==> src/sefs_pkg.sv <==
// Function
// - Four stages; stage one definite or inverse.
// - Per-stage forward, reverse or non-directional selector.
// - Stage one definite trip after delay.
// - Stage one offers IEC, IEEE, US, configurable curves.
// - Inverse operate time scaled by time multiplier.
// - Dependent reset only with IEEE or US curves.
// - Definite reset clears inverse state after delay.
// - Dependent reset time scaled by reset multiplier.
// - Stage one second trip via own timer.
// - Second trip needs continued operation after first.
// - Second trip needs its enable switch on.
// - Stages two to four trip/alarm after delays.
// - Stage inhibited by enable off or block.
// - Each stage gives an undelayed instant trip.
// - High-speed stage one pickup output, undelayed.
// - Residual power restraint requires power above threshold.
// - Direction needs residual voltage at or above polarising level.
// - Comparators use fundamental-frequency current only.
// - Thresholds cover 10 mA to 1 A.
package sefs_pkg;
  localparam int DW = 16;
  localparam int AW = 5;
  // ****************************************
  // Register map
  // ****************************************
  localparam logic [AW-1:0] CTRL_IDX   = 5'h00;
  localparam logic [AW-1:0] DIRC_IDX   = 5'h01;
  localparam logic [AW-1:0] THR_IDX    = 5'h02;
  localparam logic [AW-1:0] DLY_IDX    = 5'h06;
  localparam logic [AW-1:0] DLY12_IDX  = 5'h0A;
  localparam logic [AW-1:0] TMS_IDX    = 5'h0B;
  localparam logic [AW-1:0] TRST_IDX   = 5'h0C;
  localparam logic [AW-1:0] RM_IDX     = 5'h0D;
  localparam logic [AW-1:0] RP_IDX     = 5'h0E;
  localparam logic [AW-1:0] SEV_IDX    = 5'h0F;
  localparam logic [AW-1:0] STAT_IDX   = 5'h10;
  localparam logic [DW-1:0] THR_RST    = 16'h0032;
  localparam logic [DW-1:0] DLY_RST    = 16'h0064;
  localparam logic [DW-1:0] MULT_RST   = 16'h03E8;
  localparam logic [DW-1:0] SEV_RST    = 16'h001E;
  localparam logic [DW-1:0] DEP_STEP   = 16'h03E8;
  localparam logic [31:0]   INV_UNIT   = 32'h0000_0400;
  localparam logic [31:0]   RESET_DEC  = 32'h0000_0001;
  // ****************************************
  // Timing
  // ****************************************
  localparam int unsigned CLK_PERIOD_NS = 50;
  localparam int unsigned TIMER_STEP_MS = 10;
  localparam int unsigned RESET_STEP_MS = 100;
  localparam int unsigned TICK_DFLT     = TIMER_STEP_MS * 1000000 / CLK_PERIOD_NS;
  localparam logic [3:0]  TICKS_PER_RS  = 4'(RESET_STEP_MS / TIMER_STEP_MS);
  typedef enum logic [1:0] {DIR_FWD, DIR_REV, DIR_NON} sefs_dir_t;
  typedef enum logic [2:0] {CHAR_DT, CHAR_IEC, CHAR_IEEE, CHAR_US, CHAR_CON} sefs_char_t;
  typedef struct packed {
    logic [1:0] pad;
    logic       reset_dep;
    sefs_char_t char_sel;
    logic [3:0] vtf_blk;
    logic       rp_en;
    logic       s2_en;
    logic [3:0] en;
  } sefs_ctrl_t;
  typedef struct packed {
    logic [4:0]      pad;
    logic [2:0]      curve;
    sefs_dir_t [3:0] dir;
  } sefs_dirc_t;
  typedef struct packed {
    logic [AW-1:0] addr;
    logic [DW-1:0] wdata;
    logic          wr;
    logic          rd;
  } sefs_bus_t;
  typedef struct packed {
    logic [DW-1:0] current;
    logic [DW-1:0] voltage;
    logic [DW-1:0] power;
    logic          fwd;
    logic          rev;
    logic [DW-1:0] curve_rate;
  } sefs_meas_t;
  typedef struct packed {
    logic [3:0] instant_trip;
    logic       stage1_high_speed_pickup;
    logic       stage4_alarm;
    logic       stage3_trip;
    logic       stage2_trip;
    logic       stage1_second_trip;
    logic       stage1_trip;
  } sefs_out_t;
  typedef struct packed {
    sefs_ctrl_t         ctrl;
    sefs_dirc_t         dirc;
    logic [3:0][DW-1:0] thr;
    logic [3:0][DW-1:0] dly;
    logic [DW-1:0]      dly12;
    logic [DW-1:0]      tms;
    logic [DW-1:0]      trst;
    logic [DW-1:0]      rm;
    logic [DW-1:0]      rp;
    logic [DW-1:0]      polarising_voltage_level;
    logic [4:0]         sync1;
    logic [4:0]         sync2;
    logic [31:0]        tick_cnt;
    logic               tick;
    logic [3:0][DW-1:0] cnt;
    logic [DW-1:0]      s2cnt;
    logic [31:0]        acc;
    logic [19:0]        rcnt;
    logic [DW-1:0]      sub;
    sefs_out_t          out;
    logic [DW-1:0]      rdata;
  } sefs_state_t;
  localparam sefs_ctrl_t  CTRL_RST = '{char_sel: CHAR_DT, default: '0};
  localparam sefs_dirc_t  DIRC_RST = '{dir: {4{DIR_FWD}}, default: '0};
  localparam sefs_state_t STATE_RST = '{ctrl: CTRL_RST, dirc: DIRC_RST, thr: {4{THR_RST}},
    dly: {4{DLY_RST}}, dly12: DLY_RST, tms: MULT_RST, rm: MULT_RST, polarising_voltage_level: SEV_RST, default: '0};
endpackage

==> src/sefs_scheme.sv <==
// Design decisions made here: the strobed register port and the placing of the registers.
`timescale 1ns/10ps
module sefs_scheme import sefs_pkg::*; #(
  parameter int unsigned TICK_CYCLES = TICK_DFLT
) (
  // Clock and reset
  input  wire logic          core_clk,
  input  wire logic          nrst,
  // Register port
  input  wire sefs_bus_t     bus,
  output logic [DW-1:0]      rdata,
  // Measurement front end
  input  wire sefs_meas_t    meas,
  output sefs_char_t         curve_family,
  output logic [2:0]         inverse_curve_select,
  // Pins
  input  wire logic [3:0]    block_input,
  input  wire logic          vt_failure,
  // Protection outputs
  output sefs_out_t          prot
);
  if (TICK_CYCLES < 2) begin : g_bad_tick
    $error("TICK_CYCLES must be at least 2");
  end

  sefs_state_t state_r;
  sefs_state_t state_nxt;
  logic [3:0]  pick;
  logic [3:0]  dir_ok;
  logic [3:0]  blk_s;
  logic        vtf_s;
  logic        pol_ok;
  logic        rp_ok;
  logic        inverse;
  logic        dep_reset;
  logic [31:0] op_level;
  logic [32:0] acc_sum;
  logic [19:0] reset_ticks;
  logic [3:0]  dt_done;
  logic        s2_done;

  // ****************************************
  // Stage pickup
  // ****************************************
  assign blk_s   = state_r.sync2[3:0];
  assign vtf_s   = state_r.sync2[4];
  assign pol_ok  = meas.voltage >= state_r.polarising_voltage_level;
  assign rp_ok   = !state_r.ctrl.rp_en || (meas.power > state_r.rp);

  for (genvar g = 0; g < 4; g++) begin : g_stage
    // An undefined direction code never picks up, so a bad write fails safe.
    assign dir_ok[g] = (state_r.dirc.dir[g] == DIR_NON) ||
                       (pol_ok && ((state_r.dirc.dir[g] == DIR_FWD && meas.fwd) ||
                                   (state_r.dirc.dir[g] == DIR_REV && meas.rev)));
    // The current is the fundamental magnitude in mA from the filter.
    assign pick[g] = state_r.ctrl.en[g] && !blk_s[g] &&
                     !(state_r.ctrl.vtf_blk[g] && vtf_s) &&
                     (meas.current >= state_r.thr[g]) && dir_ok[g] && rp_ok;
    // Ticks run free, so the first one may fall just after pickup; one extra tick is
    // counted so that the delay is never cut short by up to a whole step.
    assign dt_done[g] = (state_r.dly[g] == '0) || (state_r.cnt[g] > state_r.dly[g]) ||
                        (state_r.cnt[g] == '1);
  end

  // ****************************************
  // Stage one characteristic
  // ****************************************
  assign inverse   = state_r.ctrl.char_sel inside {CHAR_IEC, CHAR_IEEE, CHAR_US, CHAR_CON};
  assign dep_reset = state_r.ctrl.reset_dep &&
                     (state_r.ctrl.char_sel inside {CHAR_IEEE, CHAR_US});
  assign op_level  = 32'(state_r.tms) * INV_UNIT;
  assign acc_sum   = {1'b0, state_r.acc} + 33'(meas.curve_rate);
  assign reset_ticks = 20'(state_r.trst) * 20'(TICKS_PER_RS);
  assign s2_done   = (state_r.dly12 == '0) || (state_r.s2cnt > state_r.dly12) ||
                     (state_r.s2cnt == '1);

  always_comb begin
    state_nxt       = state_r;
    state_nxt.sync1 = {vt_failure, block_input};
    state_nxt.sync2 = state_r.sync1;
    state_nxt.tick  = 1'b0;
    if (state_r.tick_cnt == 32'(TICK_CYCLES - 1)) begin
      state_nxt.tick_cnt = '0;
      state_nxt.tick     = 1'b1;
    end else begin
      state_nxt.tick_cnt = state_r.tick_cnt + 32'd1;
    end

    // Register writes.
    if (bus.wr) begin
      if (bus.addr == CTRL_IDX) begin
        state_nxt.ctrl = sefs_ctrl_t'(bus.wdata);
      end else if (bus.addr == DIRC_IDX) begin
        state_nxt.dirc = sefs_dirc_t'(bus.wdata);
      end else if (bus.addr >= THR_IDX && bus.addr < DLY_IDX) begin
        state_nxt.thr[2'(bus.addr - THR_IDX)] = bus.wdata;
      end else if (bus.addr >= DLY_IDX && bus.addr < DLY12_IDX) begin
        state_nxt.dly[2'(bus.addr - DLY_IDX)] = bus.wdata;
      end else if (bus.addr == DLY12_IDX) begin
        state_nxt.dly12 = bus.wdata;
      end else if (bus.addr == TMS_IDX) begin
        state_nxt.tms = bus.wdata;
      end else if (bus.addr == TRST_IDX) begin
        state_nxt.trst = bus.wdata;
      end else if (bus.addr == RM_IDX) begin
        state_nxt.rm = bus.wdata;
      end else if (bus.addr == RP_IDX) begin
        state_nxt.rp = bus.wdata;
      end else if (bus.addr == SEV_IDX) begin
        state_nxt.polarising_voltage_level = bus.wdata;
      end
    end

    // Register reads; unmapped addresses return zero.
    state_nxt.rdata = '0;
    if (bus.rd) begin
      if (bus.addr == CTRL_IDX) begin
        state_nxt.rdata = DW'(state_r.ctrl);
      end else if (bus.addr == DIRC_IDX) begin
        state_nxt.rdata = DW'(state_r.dirc);
      end else if (bus.addr >= THR_IDX && bus.addr < DLY_IDX) begin
        state_nxt.rdata = state_r.thr[2'(bus.addr - THR_IDX)];
      end else if (bus.addr >= DLY_IDX && bus.addr < DLY12_IDX) begin
        state_nxt.rdata = state_r.dly[2'(bus.addr - DLY_IDX)];
      end else if (bus.addr == DLY12_IDX) begin
        state_nxt.rdata = state_r.dly12;
      end else if (bus.addr == TMS_IDX) begin
        state_nxt.rdata = state_r.tms;
      end else if (bus.addr == TRST_IDX) begin
        state_nxt.rdata = state_r.trst;
      end else if (bus.addr == RM_IDX) begin
        state_nxt.rdata = state_r.rm;
      end else if (bus.addr == RP_IDX) begin
        state_nxt.rdata = state_r.rp;
      end else if (bus.addr == SEV_IDX) begin
        state_nxt.rdata = state_r.polarising_voltage_level;
      end else if (bus.addr == STAT_IDX) begin
        state_nxt.rdata = DW'(state_r.out);
      end
    end

    // Definite delay timers count 10 ms ticks and hold one tick past their setting.
    for (int i = 0; i < 4; i++) begin
      if (!pick[i]) begin
        state_nxt.cnt[i] = '0;
      end else if (state_r.tick && state_r.cnt[i] <= state_r.dly[i] && state_r.cnt[i] != '1) begin
        // An all-ones setting saturates one tick early, far beyond the usable range.
        state_nxt.cnt[i] = state_r.cnt[i] + 16'd1;
      end
    end

    // The second-trip timer only runs while the first-stage trip stands.
    if (!(pick[0] && state_r.out.stage1_trip)) begin
      state_nxt.s2cnt = '0;
    end else if (state_r.tick && state_r.s2cnt <= state_r.dly12 && state_r.s2cnt != '1) begin
      state_nxt.s2cnt = state_r.s2cnt + 16'd1;
    end

    // Inverse integrator: the curve evaluator supplies the rate per tick.
    if (!inverse) begin
      state_nxt.acc  = '0;
      state_nxt.rcnt = '0;
      state_nxt.sub  = '0;
    end else if (pick[0]) begin
      state_nxt.rcnt = '0;
      state_nxt.sub  = '0;
      if (state_r.tick) begin
        state_nxt.acc = (acc_sum >= {1'b0, op_level}) ? op_level : acc_sum[31:0];
      end
    end else if (dep_reset) begin
      state_nxt.rcnt = '0;
      // Each tick adds a fixed credit; each spent reset multiplier step
      // removes one decrement, so reset time scales with the multiplier.
      if (state_r.tick) begin
        state_nxt.sub = state_r.sub + DEP_STEP;
      end else if (state_r.rm != '0 && state_r.sub >= state_r.rm) begin
        state_nxt.sub = state_r.sub - state_r.rm;
        state_nxt.acc = (state_r.acc > RESET_DEC) ? state_r.acc - RESET_DEC : '0;
      end
    end else begin
      state_nxt.sub = '0;
      if (state_r.rcnt >= reset_ticks) begin
        state_nxt.acc = '0;
      end else if (state_r.tick) begin
        state_nxt.rcnt = state_r.rcnt + 20'd1;
      end
    end

    // Outputs.
    state_nxt.out.instant_trip             = pick;
    state_nxt.out.stage1_high_speed_pickup = pick[0];
    state_nxt.out.stage1_trip = pick[0] && (inverse ? (state_r.acc >= op_level)
                                                    : dt_done[0]);
    state_nxt.out.stage1_second_trip = state_r.ctrl.s2_en && pick[0] &&
                                       state_r.out.stage1_trip && s2_done;
    state_nxt.out.stage2_trip  = pick[1] && dt_done[1];
    state_nxt.out.stage3_trip  = pick[2] && dt_done[2];
    state_nxt.out.stage4_alarm = pick[3] && dt_done[3];
  end

  always_ff @(posedge core_clk or negedge nrst) begin
    if (!nrst) begin
      state_r <= STATE_RST;
    end else begin
      state_r <= state_nxt;
    end
  end

  assign rdata                = state_r.rdata;
  assign prot                 = state_r.out;
  assign curve_family         = state_r.ctrl.char_sel;
  assign inverse_curve_select = state_r.dirc.curve;
endmodule // sefs_scheme

==> config.mk <==
export PLATFORM = sky130hd
export DESIGN_NAME = sefs_scheme
export DESIGN_NICKNAME = d
export VERILOG_FILES = /design/src/sefs_pkg.sv /design/src/sefs_scheme.sv
export SDC_FILE = /design/constraint.sdc
export NUM_CORES = 1
export LEC_CHECK = 0
export BUFFER_PORTS_ARGS = -buffer_cell sky130_fd_sc_hd__clkbuf_2
export CORE_MARGIN = 2
export CORE_UTILIZATION = 45
export DETAILED_ROUTE_END_ITERATION = 6
export GPL_TIMING_DRIVEN = 1
export PLACE_DENSITY = 0.6
export SLEW_MARGIN = 5
export SYNTH_ARGS = -nofsm -noshare
export SYNTH_HDL_FRONTEND = slang
export SYNTH_SLANG_ARGS = --single-unit
==> constraint.sdc <==
create_clock -name core_clk -period 5.07 [get_ports core_clk]
set_clock_uncertainty 0.05 [all_clocks]
set_input_delay 0 -clock core_clk [delete_from_list [all_inputs] [get_ports core_clk]]
set_output_delay 0 -clock core_clk [all_outputs]
set_load 0.02 [all_outputs]
==> flow_metrics.tcl, run 1 <==
set metrics [dict create \
    drive_gt1_frac 0.175 \
    nets 3761 \
    total_power_mw 15.8 \
    finalNonFillerCells 4296 \
    worstMarginPinSlew_ns 1.13 \
    slew_violations 0 \
    wl_per_cell_um 22.5 \
    setup_violations 0 \
    cts_inserted_buffers 54 \
    p_per_area_nw_per_um2 452 \
    grt_antenna_before_repair 3 \
    async_flop_share 1.00 \
    ys_seq_area_frac 0.382 \
    placedCellCount 4135 \
    io_pins 128 \
    core_um2 68500 \
    crit_slowest_cell "dfrtp_1" \
    synth_edf_count 0 \
    worstHoldStart "bus[5]" \
    crit_path_start "state_r[65]" \
    die_h_um 267 \
    h-tree-depth 2 \
    cts.sinks 472 \
    gp_routability_congestion 0.945 \
    post-route-util 0.512 \
    layout_setup_ws_ns 0.182 \
    syn_area_um2 31100 \
    dp_hpwl_um 70100 \
    critPathRequiredTime_ns 5.52 \
    critical_path.most_common_cell "o21ai_1" \
    cp-end-kind "register" \
    synth_most_common_cell "dfrtp_1" \
    drt_iter0_markers 1959 \
    hold_viol 0 \
    syn2layout_area_growth_pct 12.7 \
    num_vias 25654 \
    r2r_start "state_r[65]" \
    min_path_type "in -> reg" \
    grt_pass1_wl_um 150000 \
    clk_latency_ns 0.63 \
    synth_commonest_cells "dfrtp_1 (429), ha_1 (297), inv_1 (278)" \
    drcViolationCount 0 \
    status "finished clean" \
    port_buffers 127 \
    leakage_nw 16.1 \
    crit_chain "ha_1, o21ai_1, o21ai_1, o2111a_1, o21ai_1, a21oi_2, nand4_1, xnor2_1, ha_1, nand4_1, nor3_4, o2111ai_1, a2111oi_2, nand4bb_1, o211ai_1, nor4_4, buf_4, clkbuf_16, nand2_1, o211ai_1, a22o_1" \
    ir_drop_mv 0.363 \
    clk_pin_slew_ns 0.06 \
    cts-root-buf "clkbuf_16" \
    synthTopCellsByArea "dfrtp_1 (35%), ha_1 (12%), mux2_2 (6.8%)" \
    fill_cells 6285 \
    ys_warn_count 0 \
    ys_types 83 \
    synth-seq-cells 472 \
    fmax_mhz 205 \
    grt_pass1_vias 25765 \
    crit_type "reg -> reg" \
    cts_tree "done" \
    synth_top_area_share 0.346 \
    pre_cts_slack_ns -0.0305 \
    start_util 0.454 \
    synth_area_per_cell_um2 9.56 \
    die_area_um2 71200 \
    setup-tns-final_ns 0 \
    ant_nets 0 \
    max_slew_margin 0.247 \
    startpoint_type "register" \
    yosys_most_used_dff "dfrtp_1" \
    crit_family "compound AO/OA/AOI/OAI gates" \
    syn-instance-count 3249 \
    worst-path-max-fanout 10 \
    max-cap-violations 0 \
    core.rowCount 96 \
    synth_nets 3645 \
    grt_max_degree 134 \
    finalCritPeriodShare 0.964 \
    slowest_delay_ns 0.46 \
    routed_wl_um 96900 \
    grt_overflow 0 \
    vias_per_cell 5.97 \
    cp.arrival_ns 5.34 \
    cts_buffer_depth 3 \
    synth.largest_area_cell "dfrtp_1" \
    worst-path-buf-inv 2 \
    die-width_um 267 \
    drtPass1Iterations 5 \
    gr-usage-all-layers 0.273 \
    period_needed_ns 4.89 \
]
-- repair_timing --
item | in CTS | in global routing
pin swaps | 0 | 28
endpoints found under the hold margin | 126 | 0
gates resized for setup | 3 | 35
endpoints found under the setup margin | 5 | 46
hold buffers | 34 | 0
cloned | 0 | 2
buffers inserted | 0 | 19
-- placed cells by master (no fill, tap or decap), drive strengths merged, types with 14 or more instances in the layout --
cell         count
a31oi           21
a211oi          32
nand2          245
or4             19
nor2b           22
and3            38
mux2i           29
nor2           225
or3             28
xor2            47
o21ai          188
mux2           188
o21a            31
xnor2           99
dfstp           43
and2            14
clkbuf         212
inv            282
nor3            76
o22ai           25
mux4            40
a21oi          179
o31ai           26
nand2b          29
dlygate4sd3     34
nor4            53
ha             297
buf             63
o211ai          18
a221oi          17
nand3           76
nand4           61
a21o            73
dfrtp          429
-- routing by layer --
metal,routed length (µm),GRT usage,up-vias,part of all wire
li1,-,-,11911,-
met5,13,0,-,0.00013
met1,41300,0.357,12671,0.43
met2,44800,0.443,828,0.46
met3,6120,0.0496,242,0.063
met4,4630,0.119,2,0.048
-- final cells by class --
class,count,area (µm²),area share
clock buffer,87,1650,0.0470
multi-input combinational,2335,17600,0.503
timing repair buffer,222,1540,0.0440
sequential,472,11900,0.339
antenna,3,7.51,0.000214
tap,882,1100,0.0315
clock inverter,15,196,0.00561
inverter,280,1050,0.0300
-- state kept, by name, summed over array words and instances (netlist names) --
register,count
state_r,432
rdata,16
prot,9
state_nxt,5
blk_s,4
curve_family,3
inverse_curve_select,3
-- worst register-to-register path: cells and delay by family (launching register included) --
family                     cells  cell delay, ns
adders and majority gates      2            0.69
buffers and inverters          2            0.32
AOI/OAI and AO/OA             10            2.06
DFF                            1            0.46
xor gates and xnor gates       1            0.19
and+or+nand+nor                6            1.00
-- cell families after synthesis --
logic type                 count (synthesis)  share of synthesized area
xor gates and xnor gates                 146                     0.0412
AOI/OAI and AO/OA                        718                      0.148
muxes                                    257                      0.106
DFF                                      472                      0.382
and+or+nand+nor                          914                      0.143
buffers and inverters                    442                     0.0583
adders and majority gates                300                      0.122
-- final timing paths --
check | endpoint | slack, ns | cells past startpoint
min reg2reg | blk_s[0] | 0.30 | 0
max reg2reg | state_r[78] | 0.18 | 21
min | state_r[220] | 0.02 | 3
min in group asynchronous | state_r[40] | 0.46 | 3
max in group asynchronous | state_r[279] | 2.87 | 4
max | state_r[78] | 0.18 | 21
-- power by group --
part / internal [mW] / leakage, nW / switching [mW] / total [mW]
clock network: 2.42 / 0.908 / 1.64 / 4.06
logic: 2.70 / 9.17 / 3.98 / 6.68
registers: 4.40 / 6.05 / 0.718 / 5.12
-- stage by stage --
step                area [µm²]  hold slack (ns)
floorplan                31100           -0.346
global placement         32500         -0.00133
detailed placement       32500           0.0146
CTS                      34700          0.00393
global route             35000           0.0176
finish                   35000           0.0171
Power figures use the tool's default switching activity.
==> inputs of run 2 (changes only) <==
--- a/config.mk
+++ b/config.mk
@@ -5,6 +5,7 @@
 export SDC_FILE = /design/constraint.sdc
 export NUM_CORES = 1
 export LEC_CHECK = 0
+export ABC_AREA = 1
 export BUFFER_PORTS_ARGS = -buffer_cell sky130_fd_sc_hd__clkbuf_2
 export CORE_MARGIN = 2
 export CORE_UTILIZATION = 45
==> flow_metrics.tcl, run 2 <==
set metrics [dict create \
    final_cell_area_um2 36800 \
    yosys_most_used_dff "dfrtp_1" \
    ant_nets 0 \
    setup-tns-final_ns 0 \
    synth_area_per_cell_um2 7.39 \
    dpl-instance-area_um2 34300 \
    setup_violations 0 \
    die-width_um 275 \
    cts.sinks 472 \
    critPathRequiredTime_ns 5.55 \
    syn_area_um2 33000 \
    grt_overflow 0 \
    grt_pass1_vias 28951 \
    synthTopCellsByArea "dfrtp_1 (33%), nand2_1 (12%), ha_1 (11%)" \
    synth-seq-cells 472 \
    crit_slowest_cell "dfrtp_1" \
    synth_top_area_share 0.326 \
    crit_path_start "state_r[268]" \
    p_per_area_nw_per_um2 388 \
    drcViolationCount 0 \
    finalCritPeriodShare 0.891 \
    holdWs_ns 0.0235 \
    nets 4946 \
    io_pins 128 \
    met2_usage 0.461 \
    final_common_cell "nand2_1" \
    grt_max_degree 154 \
    largest_reg_flops 432 \
    ys_warn_count 0 \
    drtPass1Iterations 6 \
    slowest_delay_ns 0.42 \
    ys_seq_area_frac 0.360 \
    rsz0062_at_grt "no" \
    cts_buffer_depth 3 \
    final_cell_mix "nand2_1 (1049), inv_1 (616), dfrtp_1 (429), o21ai_0 (426), ha_1 (297)" \
    crit_type "reg -> reg" \
    worstHoldStart "meas[4]" \
    gr-usage-met3 0.0381 \
    cts_inserted_buffers 56 \
    cp.arrival_ns 4.99 \
    fmax_mhz 221 \
    cp-end-kind "register" \
    hold_viol 0 \
    layout_setup_ws_ns 0.554 \
    period_needed_ns 4.52 \
    max-cap-violations 0 \
    busiest_layer "met2" \
    post_cts_buffers 0 \
    max_slew_margin 0.0855 \
    postCtsHoldBufs 38 \
    leakage_nw 17.8 \
    grt_pass1_wl_um 169000 \
    use_met1 0.402 \
    synth_most_common_cell "nand2_1" \
    core_um2 72700 \
    die_area_um2 75500 \
    multi_input_area_um2 17900 \
    post-route-util 0.506 \
    synth_nets 4861 \
    grt_antenna_before_repair 8 \
    num_vias 30585 \
    fill_cells 7233 \
    clk_latency_ns 0.66 \
    register_area_um2 11900 \
    syn2layout_area_growth_pct 11.7 \
    ir_drop_mv 0.331 \
    status "finished clean" \
    ctsResizeCount 0 \
    gr-usage-all-layers 0.288 \
    vias_per_cell 5.50 \
    wl_per_cell_um 19.6 \
    top_register "state_r" \
    slew_violations 0 \
    pre_cts_slack_ns 0.455 \
    drive_gt1_frac 0.0824 \
    port_buffers 127 \
    cts-root-buf "clkbuf_16" \
    synth_edf_count 0 \
    ys_types 59 \
    worstMarginPinSlew_ns 1.34 \
    async_flop_share 1.00 \
    syn-instance-count 4465 \
    core.rowCount 99 \
    r2r_start "state_r[268]" \
    h-tree-depth 2 \
    crit_chain "ha_1, ha_1, nand2_1, o21ai_0, a21o_1, a21oi_1, o21ai_0, a21oi_1, nor2_1, nor2_1, xor2_1, ha_1, a21oi_1, o21ai_0, a21oi_1, nand3_1, nor3_1, o21ai_0, nand2_2, buf_12, nor2_1, nand2_1, nand2_1" \
    worst-path-max-fanout 63 \
    min_path_type "in -> reg" \
    routed_wl_um 109000 \
    drt_iter0_markers 2764 \
    clk_pin_slew_ns 0.06 \
    dp_hpwl_um 81300 \
    die_h_um 275 \
    startpoint_type "register" \
    placedCellCount 5413 \
    finalNonFillerCells 5558 \
    synth.largest_area_cell "dfrtp_1" \
    gp_routability_congestion 0.960 \
    cts_tree "done" \
    start_util 0.454 \
    synth_commonest_cells "nand2_1 (1049), inv_1 (616), dfrtp_1 (429)" \
    total_power_mw 14.3 \
]
[run 2: cells by family (layout without fill, tap and decap cells)]
group / count (synthesis) / in the layout / synth area share
flip-flops: 472 / 472 / 0.360
buffers and inverters: 808 / 940 / 0.0975
XOR/XNOR: 122 / 122 / 0.0324
other: 0 / 2 / 0
AO/OA/AOI/OAI: 898 / 898 / 0.153
adder cells (fa/ha/maj): 300 / 300 / 0.115
AND/OR/NAND/NOR: 1865 / 1865 / 0.243
[run 2: per-layer routing]
metal | vias to the layer above | part of all wire
li1 | 15007 | -
met5 | - | 0.00014
met2 | 958 | 0.45
met4 | 2 | 0.035
met3 | 188 | 0.069
met1 | 14430 | 0.44
[run 2: worst max-delay path, delay by kind of cell (launching register included)]
family                   cells  cell delay, ns
adder cells (fa/ha/maj)      3            0.96
XOR/XNOR                     1            0.14
buffers and inverters        1            0.26
AND/OR/NAND/NOR              9            0.95
flip-flops                   1            0.42
AO/OA/AOI/OAI                9            1.59
[run 2: power breakdown]
| group | leakage, nW | switching (mW) | total [mW] | internal, mW |
|---|---|---|---|---|
| Clock | 1.03 | 1.83 | 4.65 | 2.81 |
| Combinational | 10.6 | 3.15 | 4.80 | 1.66 |
| Sequential | 6.16 | 0.547 | 4.85 | 4.30 |
| Total | 17.8 | 5.53 | 14.3 | 8.77 |
[run 2: worst paths after layout]
check / depth (start not counted) / slack [ns] / end
setup / recovery: 23 / 0.55 / state_r[76]
hold / removal: 6 / 0.02 / state_r[66]
setup reg to reg: 23 / 0.55 / state_r[76]
hold reg to reg: 0 / 0.30 / blk_s[1]
max in group asynchronous: 4 / 3.34 / state_r[64]
min in group asynchronous: 3 / 0.34 / state_r[110]
[run 2: layout make-up]
type,count,area share
multi-input cells,3185,0.486
repair buffers,203,0.0371
well taps,959,0.0326
diodes,2,0.000136
clock inverters,38,0.0163
inverters,632,0.0644
flip-flops and latches,472,0.322
clock buffers,67,0.0411
